File: src/common/vxc_params.svh
// Register map, field positions, reset values and timing counts of the transfer controller
`ifndef VXC_PARAMS_SVH
`define VXC_PARAMS_SVH

`define VXC_CTRL_OFS       4'h0
`define VXC_ADDR_OFS       4'h4
`define VXC_MASK_OFS       4'h8
`define VXC_STAT_OFS       4'hC

`define VXC_CTRL_GO        0
`define VXC_CTRL_KIND_LSB  1
`define VXC_CTRL_NEWMASK   3
`define VXC_CTRL_SCRUN     4
`define VXC_CTRL_NOCAS     5
`define VXC_ADDR_ROW_LSB   0
`define VXC_ADDR_TAP_LSB   16
`define VXC_STAT_BUSY      0
`define VXC_STAT_HALF      1
`define VXC_STAT_SMODE     2
`define VXC_STAT_SCRUN     3

`define VXC_CTRL_RST       6'h00
`define VXC_ADDR_RST       32'h0000_0000
`define VXC_MASK_RST       16'hFFFF

`define VXC_CLK_NS         20
`define VXC_T_SETUP_NS     20
`define VXC_T_RCD_NS       40
`define VXC_T_CAS_NS       40
`define VXC_T_OE_NS        20
`define VXC_T_RP_NS        60
`define VXC_CYC(t)         ((((t) + `VXC_CLK_NS - 1) / `VXC_CLK_NS) < 1 ? 1 : \
                            (((t) + `VXC_CLK_NS - 1) / `VXC_CLK_NS))
`define VXC_SETUP_CYC      `VXC_CYC(`VXC_T_SETUP_NS)
`define VXC_RCD_CYC        `VXC_CYC(`VXC_T_RCD_NS)
`define VXC_CAS_CYC        `VXC_CYC(`VXC_T_CAS_NS)
`define VXC_OE_CYC         `VXC_CYC(`VXC_T_OE_NS)
`define VXC_RP_CYC         `VXC_CYC(`VXC_T_RP_NS)
`define VXC_SC_HALF_CYC    4

`endif

File: src/common/vxc_pkg.sv
// Types shared by the transfer controller modules
package vxc_pkg;
   typedef enum logic [1:0] {
      VXC_SINGLE_READ  = 2'h0,
      VXC_SPLIT_READ   = 2'h1,
      VXC_SINGLE_WRITE = 2'h2,
      VXC_SPLIT_WRITE  = 2'h3
   } vxc_kind_t;

   typedef enum logic [2:0] {
      VXC_IDLE  = 3'h0,
      VXC_SETUP = 3'h1,
      VXC_RAS   = 3'h2,
      VXC_CAS   = 3'h3,
      VXC_OE    = 3'h4,
      VXC_PRE   = 3'h5
   } vxc_state_t;
endpackage : vxc_pkg

File: src/common/vxc_seq_if.sv
// Order and pin bundle between the register front end and the strobe sequencer
`timescale 1ns/1ps
interface vxc_seq_if;
   logic              go;
   vxc_pkg::vxc_kind_t kind;
   logic              new_mask;
   logic              no_cas;
   logic              sc_active;
   logic [8:0]        row;
   logic [8:0]        tap;
   logic [15:0]       mask;
   logic              busy;
   logic              done;
   logic              ras_n;
   logic              cas_n;
   logic              transfer_output_enable_n;
   logic              upper_byte_write_strobe_n;
   logic              lower_byte_write_strobe_n;
   logic              function_select;
   logic [8:0]        addr;
   logic [15:0]       mask_o;
   logic              mask_oe_n;

   modport ctl (output go, kind, new_mask, no_cas, sc_active, row, tap, mask,
                input busy, done, ras_n, cas_n, transfer_output_enable_n,
                upper_byte_write_strobe_n, lower_byte_write_strobe_n,
                function_select, addr, mask_o, mask_oe_n);
   modport seq (input go, kind, new_mask, no_cas, sc_active, row, tap, mask,
                output busy, done, ras_n, cas_n, transfer_output_enable_n,
                upper_byte_write_strobe_n, lower_byte_write_strobe_n,
                function_select, addr, mask_o, mask_oe_n);
endinterface : vxc_seq_if

File: src/rtl/vxc_seq.sv
// Strobe sequencer that runs one data transfer cycle on the memory pins
`timescale 1ns/1ps
`include "vxc_params.svh"
module vxc_seq (
   input  wire logic clk,
   input  wire logic arst_n,
   vxc_seq_if.seq    sq
);
   vxc_pkg::vxc_state_t state_q, state_d;
   vxc_pkg::vxc_kind_t  kind_q, kind_d;
   logic [3:0]          cnt_q, cnt_d;
   logic                edge_q, edge_d;
   logic                ras_n_q, ras_n_d, cas_n_q, cas_n_d, oe_n_q, oe_n_d;
   logic                wen_n_q, wen_n_d, fs_q, fs_d, done_q, done_d;
   logic                mask_oe_n_q, mask_oe_n_d;
   logic [8:0]          addr_q, addr_d, tap_q, tap_d;
   logic [15:0]         mask_q, mask_d;
   logic                cas_used_q, cas_used_d;

   always_comb begin
      state_d     = state_q;
      kind_d      = kind_q;
      cnt_d       = cnt_q;
      edge_d      = edge_q;
      ras_n_d     = ras_n_q;
      cas_n_d     = cas_n_q;
      oe_n_d      = oe_n_q;
      wen_n_d     = wen_n_q;
      fs_d        = fs_q;
      done_d      = 1'b0;
      mask_oe_n_d = mask_oe_n_q;
      addr_d      = addr_q;
      tap_d       = tap_q;
      mask_d      = mask_q;
      cas_used_d  = cas_used_q;
      if (cnt_q != 4'h0) begin
         cnt_d = cnt_q - 4'h1;
      end
      unique case (state_q)
         vxc_pkg::VXC_IDLE: begin
            if (sq.go) begin
               kind_d      = sq.kind;
               addr_d      = sq.row;
               oe_n_d      = 1'b0;
               wen_n_d     = ~sq.kind[1];
               fs_d        = sq.kind[0];
               mask_d      = sq.mask;
               mask_oe_n_d = ~(sq.kind[1] & sq.new_mask);
               tap_d       = sq.kind[0] ? {1'b0, sq.tap[7:0]} : sq.tap;
               // Writes always latch a start column so the serial side stays defined
               cas_used_d  = sq.kind[1] | ~sq.no_cas;
               edge_d      = (sq.kind == vxc_pkg::VXC_SINGLE_READ) & sq.sc_active;
               cnt_d       = 4'(`VXC_SETUP_CYC - 1);
               state_d     = vxc_pkg::VXC_SETUP;
            end
         end
         vxc_pkg::VXC_SETUP: begin
            if (cnt_q == 4'h0) begin
               ras_n_d = 1'b0;
               cnt_d   = 4'(`VXC_RCD_CYC - 1);
               state_d = vxc_pkg::VXC_RAS;
            end
         end
         vxc_pkg::VXC_RAS: begin
            // Row is held one cycle past the row strobe fall, then the start column
            // settles a full cycle before the column strobe falls, never on the same edge
            addr_d = tap_q;
            if (cnt_q == 4'h0 && addr_q == tap_q) begin
               cas_n_d     = ~cas_used_q;
               mask_oe_n_d = 1'b1;
               cnt_d       = 4'(`VXC_CAS_CYC - 1);
               state_d     = vxc_pkg::VXC_CAS;
            end
         end
         vxc_pkg::VXC_CAS: begin
            if (cnt_q == 4'h0) begin
               // For a single read with the serial clock running the transfer lands on this rising edge
               if (edge_q) begin
                  oe_n_d = 1'b1;
               end
               cnt_d   = 4'(`VXC_OE_CYC - 1);
               state_d = vxc_pkg::VXC_OE;
            end
         end
         vxc_pkg::VXC_OE: begin
            if (cnt_q == 4'h0) begin
               ras_n_d = 1'b1;
               cas_n_d = 1'b1;
               cnt_d   = 4'(`VXC_RP_CYC - 1);
               state_d = vxc_pkg::VXC_PRE;
            end
         end
         vxc_pkg::VXC_PRE: begin
            if (cnt_q == 4'h0) begin
               oe_n_d  = 1'b1;
               wen_n_d = 1'b1;
               fs_d    = 1'b0;
               done_d  = 1'b1;
               state_d = vxc_pkg::VXC_IDLE;
            end
         end
         default: begin
            state_d = vxc_pkg::VXC_IDLE;
         end
      endcase
   end

   always_ff @(posedge clk or negedge arst_n) begin
      if (!arst_n) begin
         state_q     <= vxc_pkg::VXC_IDLE;
         kind_q      <= vxc_pkg::VXC_SINGLE_READ;
         cnt_q       <= 4'h0;
         edge_q      <= 1'b0;
         ras_n_q     <= 1'b1;
         cas_n_q     <= 1'b1;
         oe_n_q      <= 1'b1;
         wen_n_q     <= 1'b1;
         fs_q        <= 1'b0;
         done_q      <= 1'b0;
         mask_oe_n_q <= 1'b1;
         addr_q      <= 9'h000;
         tap_q       <= 9'h000;
         mask_q      <= 16'h0000;
         cas_used_q  <= 1'b0;
      end else begin
         state_q     <= state_d;
         kind_q      <= kind_d;
         cnt_q       <= cnt_d;
         edge_q      <= edge_d;
         ras_n_q     <= ras_n_d;
         cas_n_q     <= cas_n_d;
         oe_n_q      <= oe_n_d;
         wen_n_q     <= wen_n_d;
         fs_q        <= fs_d;
         done_q      <= done_d;
         mask_oe_n_q <= mask_oe_n_d;
         addr_q      <= addr_d;
         tap_q       <= tap_d;
         mask_q      <= mask_d;
         cas_used_q  <= cas_used_d;
      end
   end

   assign sq.busy                      = (state_q != vxc_pkg::VXC_IDLE);
   assign sq.done                      = done_q;
   assign sq.ras_n                     = ras_n_q;
   assign sq.cas_n                     = cas_n_q;
   assign sq.transfer_output_enable_n  = oe_n_q;
   assign sq.upper_byte_write_strobe_n = wen_n_q;
   assign sq.lower_byte_write_strobe_n = wen_n_q;
   assign sq.function_select           = fs_q;
   assign sq.addr                      = addr_q;
   assign sq.mask_o                    = mask_q;
   assign sq.mask_oe_n                 = mask_oe_n_q;
endmodule : vxc_seq

File: src/rtl/vxc_top.sv
// Host-side transfer controller: Avalon register front end, serial clock and pin drive
//
// The placing of the registers and the Avalon-MM register port were chosen for this implementation.
`timescale 1ns/1ps
`include "vxc_params.svh"
module vxc_top #(
   parameter int unsigned SC_HALF = `VXC_SC_HALF_CYC
) (
   input  wire logic        clk,
   input  wire logic        arst_n,
   input  wire logic [3:0]  avs_address,
   input  wire logic        avs_read,
   input  wire logic        avs_write,
   input  wire logic [31:0] avs_writedata,
   output logic      [31:0] avs_readdata,
   output logic             avs_waitrequest,
   output logic             ras_n,
   output logic             cas_n,
   output logic             transfer_output_enable_n,
   output logic             upper_byte_write_strobe_n,
   output logic             lower_byte_write_strobe_n,
   output logic             function_select,
   output logic [8:0]       addr,
   input  wire logic [15:0] mask_data_pins_i,
   output logic      [15:0] mask_data_pins_o,
   output logic             mask_data_pins_oe_n,
   output logic             serial_clock,
   input  wire logic        half_indicator
);
   vxc_seq_if sq ();

   logic        wait_q, wait_d;
   logic [31:0] rdata_q, rdata_d;
   logic [5:0]  ctrl_q, ctrl_d;
   logic [31:0] addr_reg_q, addr_reg_d;
   logic [15:0] mask_q, mask_d;
   logic        go_q, go_d;
   logic        smode_q, smode_d;
   logic        half_s1_q, half_s2_q;
   logic [7:0]  sc_cnt_q, sc_cnt_d;
   logic        sc_q, sc_d;
   logic        take;

   // Only a write seen while waitrequest is low is taken, so each write acts once
   assign take = ~wait_q;

   always_comb begin
      wait_d     = 1'b1;
      rdata_d    = rdata_q;
      ctrl_d     = ctrl_q;
      addr_reg_d = addr_reg_q;
      mask_d     = mask_q;
      go_d       = 1'b0;
      if ((avs_read || avs_write) && wait_q) begin
         wait_d  = 1'b0;
         rdata_d = 32'h0000_0000;
         if (avs_read) begin
            unique case (avs_address)
               `VXC_CTRL_OFS: rdata_d = {26'h000_0000, ctrl_q};
               `VXC_ADDR_OFS: rdata_d = addr_reg_q;
               `VXC_MASK_OFS: rdata_d = {16'h0000, mask_q};
               `VXC_STAT_OFS: begin
                  rdata_d[`VXC_STAT_BUSY]  = sq.busy | go_q;
                  rdata_d[`VXC_STAT_HALF]  = half_s2_q;
                  rdata_d[`VXC_STAT_SMODE] = smode_q;
                  rdata_d[`VXC_STAT_SCRUN] = ctrl_q[`VXC_CTRL_SCRUN];
               end
               default: rdata_d = 32'h0000_0000;
            endcase
         end
      end
      if (avs_write && take) begin
         unique case (avs_address)
            `VXC_CTRL_OFS: begin
               ctrl_d = {avs_writedata[5:1], 1'b0};
               // A start while a transfer is in flight is dropped
               go_d   = avs_writedata[`VXC_CTRL_GO] & ~sq.busy & ~go_q;
               if (sq.busy || go_q) begin
                  ctrl_d = ctrl_q;
               end
            end
            `VXC_ADDR_OFS: addr_reg_d = {7'h00, avs_writedata[24:16], 7'h00,
                                         avs_writedata[8:0]};
            `VXC_MASK_OFS: mask_d = avs_writedata[15:0];
            default: ;
         endcase
      end
   end

   // Mirror of the far serial direction: single transfers set it, split ones leave it
   always_comb begin
      smode_d = smode_q;
      if (sq.done && !sq.kind[0]) begin
         smode_d = ~sq.kind[1];
      end
   end

   // Serial clock made here by dividing the system clock
   always_comb begin
      sc_cnt_d = sc_cnt_q;
      sc_d     = sc_q;
      if (ctrl_q[`VXC_CTRL_SCRUN]) begin
         if (sc_cnt_q == 8'(SC_HALF - 1)) begin
            sc_cnt_d = 8'h00;
            sc_d     = ~sc_q;
         end else begin
            sc_cnt_d = sc_cnt_q + 8'h01;
         end
      end else begin
         sc_cnt_d = 8'h00;
         sc_d     = 1'b0;
      end
   end

   always_ff @(posedge clk or negedge arst_n) begin
      if (!arst_n) begin
         wait_q     <= 1'b1;
         rdata_q    <= 32'h0000_0000;
         ctrl_q     <= `VXC_CTRL_RST;
         addr_reg_q <= `VXC_ADDR_RST;
         mask_q     <= `VXC_MASK_RST;
         go_q       <= 1'b0;
         smode_q    <= 1'b0;
         half_s1_q  <= 1'b0;
         half_s2_q  <= 1'b0;
         sc_cnt_q   <= 8'h00;
         sc_q       <= 1'b0;
      end else begin
         wait_q     <= wait_d;
         rdata_q    <= rdata_d;
         ctrl_q     <= ctrl_d;
         addr_reg_q <= addr_reg_d;
         mask_q     <= mask_d;
         go_q       <= go_d;
         smode_q    <= smode_d;
         half_s1_q  <= half_indicator;
         half_s2_q  <= half_s1_q;
         sc_cnt_q   <= sc_cnt_d;
         sc_q       <= sc_d;
      end
   end

   assign sq.go        = go_q;
   assign sq.kind      = vxc_pkg::vxc_kind_t'(ctrl_q[`VXC_CTRL_KIND_LSB +: 2]);
   assign sq.new_mask  = ctrl_q[`VXC_CTRL_NEWMASK];
   assign sq.no_cas    = ctrl_q[`VXC_CTRL_NOCAS];
   assign sq.sc_active = ctrl_q[`VXC_CTRL_SCRUN];
   assign sq.row       = addr_reg_q[`VXC_ADDR_ROW_LSB +: 9];
   assign sq.tap       = addr_reg_q[`VXC_ADDR_TAP_LSB +: 9];
   assign sq.mask      = mask_q;

   vxc_seq u_seq (
      .clk    (clk),
      .arst_n (arst_n),
      .sq     (sq.seq)
   );

   assign avs_readdata              = rdata_q;
   assign avs_waitrequest           = wait_q;
   assign ras_n                     = sq.ras_n;
   assign cas_n                     = sq.cas_n;
   assign transfer_output_enable_n  = sq.transfer_output_enable_n;
   assign upper_byte_write_strobe_n = sq.upper_byte_write_strobe_n;
   assign lower_byte_write_strobe_n = sq.lower_byte_write_strobe_n;
   assign function_select           = sq.function_select;
   assign addr                      = sq.addr;
   assign mask_data_pins_o          = sq.mask_o;
   assign mask_data_pins_oe_n       = sq.mask_oe_n;
   assign serial_clock              = sc_q;
endmodule : vxc_top

File: config.mk
export PLATFORM = sky130hd
export DESIGN_NAME = vxc_top
export DESIGN_NICKNAME = d
export VERILOG_FILES = /design/src/common/vxc_pkg.sv /design/src/common/vxc_seq_if.sv /design/src/rtl/vxc_seq.sv /design/src/rtl/vxc_top.sv
export VERILOG_INCLUDE_DIRS = /design/src /design/src/common
export SDC_FILE = /design/constraint.sdc
export NUM_CORES = 1
export LEC_CHECK = 0
export ABC_AREA = 0
export BUFFER_PORTS_ARGS = -buffer_cell sky130_fd_sc_hd__buf_4
export CORE_UTILIZATION = 49
export DETAILED_ROUTE_END_ITERATION = 10
export GPL_TIMING_DRIVEN = 0
export PLACE_DENSITY = 0.76
export RECOVER_POWER = 50
export SLEW_MARGIN = 20
export SYNTH_ARGS = -nofsm -noshare
export SYNTH_HDL_FRONTEND = slang
export SYNTH_SLANG_ARGS = --single-unit
File: constraint.sdc
create_clock -name clk -period 1.8 [get_ports clk]
set_input_delay 0 -clock clk [delete_from_list [all_inputs] [get_ports clk]]
set_output_delay 0 -clock clk [all_outputs]
set_load 0.01 [all_outputs]
After elaboration in Yosys (flattened, before gate mapping). Cells that the tools add are included.

Input bits: 57. Logic and storage cells: 134. Output and inout port bits: 66. Bits in registers: 135.

Bitwise operators: 15. $add $sub $neg: 2. Muxes and demuxes: 45. Eq/ne operators: 18. Reductions and logical operators: 29.

Operators with widths (count): $pmux 21 s3 (1); $mux 25 (1); $mux 4 (6); $pmux 4 s5 (1); $mux 3 (6); $mux 9 (2); $pmux 3 s6 (1); $pmux 9 s2 (1); $mux 1 (17); $mux 8 (2); $pmux 4 s4 (1); $reduce_and 3->1 (5); $ne 2x1->1 const B (7); $pmux 1 s2 (5); $eq 9x9->1 (1); $not 1->1 (9); $add 8x1->8 const B (1); $eq 4x4->1 const B (2); $eq 8x2->1 const B (1); $logic_not 4->1 (2); $reduce_and 2->1 (4); $reduce_bool 2->1 (4); $eq 3x2->1 const B (2); $eq 3x3->1 const B (2); other kinds (16) (25).

Depth between registers and ports, before layout.
Word-level depth: 6. Mapped depth: 9. Depth with buffers taken out: 9.

Modules after synthesis. Synthesis repeated with hierarchy kept, for this count alone.

Cell total of the unflattened synthesis: 512. Area total of the unflattened synthesis: 5660.4 um^2.

Modules (own cells, without submodules): vxc_top (cells an instance 245, area each 3283.1 um^2, times used 1, seq. area each 1973.1 um^2); vxc_seq (cells an instance 267, area each 2377.3 um^2, times used 1, seq. area each 1257.5 um^2).

Worst setup path before layout. No wires, ideal clock.

Path type: flip-flop to flip-flop. Start: reg u_seq.cnt_q[0]. End: reg u_seq.cnt_q[0]. Slack: -26 ps. Data arrival time: 1736 ps. Stages on the path, launching flop included: 9. Setup time: 90 ps. Path buffers: 0. Data required time: 1710 ps. Clock period less this slack: 1826 ps. Cells stage by stage: dfrtp_1 > inv_1 > ha_1 > nor3b_4 > inv_1 > ha_1 > a211oi_1 > a21oi_1 > o221ai_1.

Word-level cells in the longest chain between the ends: 4. Elaborated cells on any way between the ends: 11. Classes of those cells: 1 x add/sub; 7 x mux; 3 x reduce/logical.

RTL lines: start: declaration (line vxc_seq.sv:11) `logic [3:0] cnt_q, cnt_d;`; start signal: assignment (line vxc_seq.sv:128) `cnt_q <= cnt_d;`; $sub 4x1->4, or another cell as far along (line vxc_seq.sv:37) `cnt_d = cnt_q - 4'h1;`; $mux 4 / $logic_and 1x1->1 (equally long branches) (line vxc_seq.sv:36, vxc_seq.sv:68); $mux 4 (on tied branches); $pmux 4 s5 (*) (line vxc_seq.sv:39) `unique case (state_q)`; via u_seq.cnt_d[0] (line vxc_seq.sv:11).

Mark *: on every way through the listed nets, which the timed path passes. The rest lies on a longest branch. A chain may end at the register's enable or synchronous reset.

Final worst setup path.
Start: reg u_seq.cnt_q[1]. End: reg u_seq.cnt_q[0].

Word-level cells in the longest chain between the ends: 4. Elaborated cells on any way between the ends: 10. Classes of those cells: 7 x mux; 3 x reduce/logical.

RTL lines (line): $reduce_bool 4->1 / $logic_not 4->1 (equally long branches); $mux 4 / $logic_and 1x1->1 (equally long branches) (vxc_seq.sv:36, vxc_seq.sv:68); $mux 4 (on tied branches); $pmux 4 s5 (*) (vxc_seq.sv:39); via u_seq.cnt_d[0] (vxc_seq.sv:11).

Marked as above.

==> flow_metrics.py <==
metrics = {
    "detailed_routing": {
        "drtIter0Drc": 238,
        "dr.pass1.iters": 7,
        "wirelength_mm": 14.0,
        "drcViolationCount": 0,
        "wire_per_inst_um": 17.5,
        "num_vias": 4311,
        "antenna_left": 0,
        "viasPerCell": 5.40,
    },
    "setup_path": {
        "crit_arrival_ns": 2.21,
        "reg2reg_to": "u_seq.cnt_q[0]",
        "crit-reg2reg-launch": "u_seq.cnt_q[1]",
        "start_kind": "register",
        "reg2regPathDepth": 7,
        "ff2ff_setup_slack_ns": 0.03,
        "endpoint_kind": "register",
        "crit_type": "register to register",
        "cp_max_fo": 4,
        "worstPathRequired_ns": 2.24,
    },
    "global_route": {
        "busiest_layer": "met2",
        "met2_usage_pct": 41.4,
        "antenna_found_initial": 0,
        "grt_use_total_pct": 25.6,
        "met1_usage_pct": 33.9,
        "grt_max_degree": 78,
        "grt-ovfl-total": 0,
        "first_global_vias": 4355,
        "use_met3_pct": 5.73,
        "grt_pass1_wl_mm": 22.5,
    },
    "power_and_ir_drop": {
        "fin_total_pwr_w": 0.0100,
        "sw_frac_of_total_pct": 30.0,
        "power.switching_w": 0.00301,
        "p_comb_share_pct": 24.5,
        "clockPowerShare_pct": 35.6,
        "powerDensity_nw_per_um2": 1360,
        "p_int_w": 0.00701,
        "seqPwrFrac_pct": 39.9,
        "leakage_nw": 3.56,
        "vdd_drop_max_uv": 810,
    },
    "cells_and_area": {
        "post-route-cell-area_um2": 7350,
        "fillers": 793,
        "final_nets": 707,
        "drive_above_1_share_pct": 31.3,
        "area_delta_synth_final_pct": 33.6,
        "n_antenna_cell": 0,
    },
    "floorplanning": {
        "initial_core_util_pct": 50.5,
        "fp.dieH_um": 108,
        "core-area_um2": 10900,
        "dieArea_um2": 11700,
        "rows": 38,
        "io_pins": 123,
        "dieWidth_um": 108,
    },
    "sta": {
        "clock_skew_ns": 0.0136,
        "period_minus_slack_ns": 1.77,
        "setup_viol": 0,
        "fmax_mhz": 564,
        "finalSetupTns_ns": 0,
        "min_period_over_period_pct": 98.6,
        "slew_viol_final": 0,
        "slew_headroom_pct": 14.4,
        "rsz0062_at_grt": "yes",
        "worst_pin_slew_ns": 1.28,
        "hold_viol_final": 0,
    },
    "clock_tree": {
        "insertion_delay_ns": 0.52,
        "clk_pin_slew_worst_paths_ns": 0.06,
        "htreeDepth": 4,
        "clock-sinks": 128,
        "numCtsBuffers": 17,
        "clk_root_buffer_cell": "clkbuf_8",
        "cts_max_path_buffers": 2,
        "cts_tree": "yes",
    },
    "logic_synthesis": {
        "ys_top_cells_by_area": "dfrtp_1 (48%), dfstp_2 (11%), nand2_1 (7.8%)",
        "yosys_register_bits": 128,
        "avgSynthCellArea_um2": 11.2,
        "synth_common_cells": "nand2_1 (115), dfrtp_1 (106), mux2_2 (38), nor2_1 (29), dfstp_2 (22)",
        "synth_flop_cell": "dfrtp_1",
        "synth_edf_count": 0,
        "synth_top_area_cell": "dfrtp_1",
        "synthCells": 492,
        "async_flop_share_pct": 100,
        "synth.yosys.warnings": 0,
        "synth_area_um2": 5500,
        "synth_cell_type_count": 52,
        "yosysSeqAreaShare_pct": 58.7,
        "synth.most_common_cell": "nand2_1",
        "synth_top_area_share_pct": 48.2,
    },
    "placed_design": {
        "dp_hpwl_mm": 9.15,
        "gp_congestion": 0.813,
        "portBuffers": 90,
        "placed_area_um2": 6410,
    },
    "worst_hold_path": {
        "hold_depth": 3,
        "hold_path.class": "primary input to register",
        "hp-start": "avs_address[2]",
        "min_to": "avs_readdata[1]",
    },
    "run_status": {
        "status": "complete, no violations",
    },
    "job": {
        "cap_violations": 0,
    },
}
routing by layer:
metal  share of wire, %  wire, µm  vias up
met5                  0         0        -
met4                2.4       342        0
met3                5.9       821       32
met2                 49      6890      152
met1                 43      5970     2147
li1                   -         -     1980
cells by family after synthesis:
kind of cell	share of synthesized area, %
AND/OR/NAND/NOR	15.4
flip-flops	58.7
AO/OA/AOI/OAI	8.94
multiplexers	9.55
buffers and inverters	3.73
XOR/XNOR	2.71
adder cells (fa/ha/maj)	0.910
other	0.0681
final cells by class:
class | instances | area, µm² | share of cell area [%]
timing repair buffer | 130 | 972 | 13.2
sequential | 128 | 3230 | 44.0
clock buffer | 20 | 435 | 5.92
inverter | 7 | 26.3 | 0.358
multi-input combinational | 332 | 2150 | 29.3
tap | 140 | 175 | 2.38
clock inverter | 12 | 183 | 2.49
buffer | 30 | 175 | 2.38
per-stage QoR:
stage                     utilization, %  worst slack [ns]  hold slack (ns)  instances
after detailed placement            58.8            -0.217          -0.0161        729
after global placement              58.6            -0.192            0.111        728
final                               67.5            0.0254           0.0530        799
after global routing                67.5           -0.0678           0.0737        799
after CTS                           67.8            0.0144           0.0161        797
after floorplan                        -            0.0121           -0.296        498
placed cells by master (no fill, tap or decap), types with 5 or more instances in the layout:
cell | netlist | layout
dlygate4sd3_1 | 0 | 31
conb_1 | 1 | 7
a31oi_1 | 11 | 11
dfrtp_1 | 106 | 106
o21ai_0 | 18 | 16
a22o_1 | 20 | 20
dfstp_2 | 22 | 22
clkbuf_1 | 10 | 35
a21oi_1 | 13 | 13
nand3_1 | 8 | 8
buf_4 | 9 | 82
clkinv_4 | 0 | 5
xnor2_1 | 12 | 12
buf_2 | 8 | 8
mux2_2 | 38 | 38
clkbuf_16 | 0 | 16
nand2_1 | 115 | 115
xor2_1 | 5 | 5
nor2_1 | 29 | 29
sequential cells by signal (all words and copies together) (netlist names), 3 cells and up:
name and cells:
addr_reg_q 18, avs_readdata 25, ctrl_q 5, mask_q 16, sc_cnt_q 8, u_seq.cnt_q 4, u_seq.sq.addr 9, u_seq.sq.mask_o 16
u_seq.state_q 3, u_seq.tap_q 9
worst max-delay path by stage:
stage | cells past startpoint | start | end | slack, ns
after CTS | 6 | u_seq.state_q[1] | u_seq.sq.mask_o[1] | 0.01
after detailed placement | 8 | u_seq.cnt_q[0] | u_seq.cnt_q[0] | -0.22
final | 7 | u_seq.cnt_q[1] | u_seq.cnt_q[0] | 0.03
after global routing | 7 | u_seq.cnt_q[1] | u_seq.cnt_q[0] | -0.07
after global placement | 8 | u_seq.cnt_q[0] | u_seq.cnt_q[0] | -0.19
after floorplan | 8 | u_seq.cnt_q[0] | u_seq.cnt_q[0] | 0.01
critical path: stages (launching register included):
cell	delay [ns]
dfrtp_1	0.38
inv_2	0.09
ha_4	0.15
nor3b_4	0.25
buf_4	0.15
nand4_1	0.11
or3_4	0.39
o221ai_2	0.18
power groups by stage:
stage	logic, W	clock network, W	registers (W)
after global routing	0.00268	0.00374	0.00406
final	0.00246	0.00357	0.00399
after CTS	0.00230	0.00360	0.00397
after detailed placement	0.00211	0	0.00400
after global placement	0.00201	0	0.00398
after floorplan	0.00131	0	0.00394
what timing repair did:
action | 4_1_cts | 5_1_grt
buffers inserted | 5 | 3
pin swaps | 2 | 3
hold buffers | 31 | 0
endpoints found under the setup margin | 5 | 24
resized for setup | 4 | 11
endpoints found under the hold margin | 163 | 0
No activity file was read; power rests on OpenSTA's default activity.
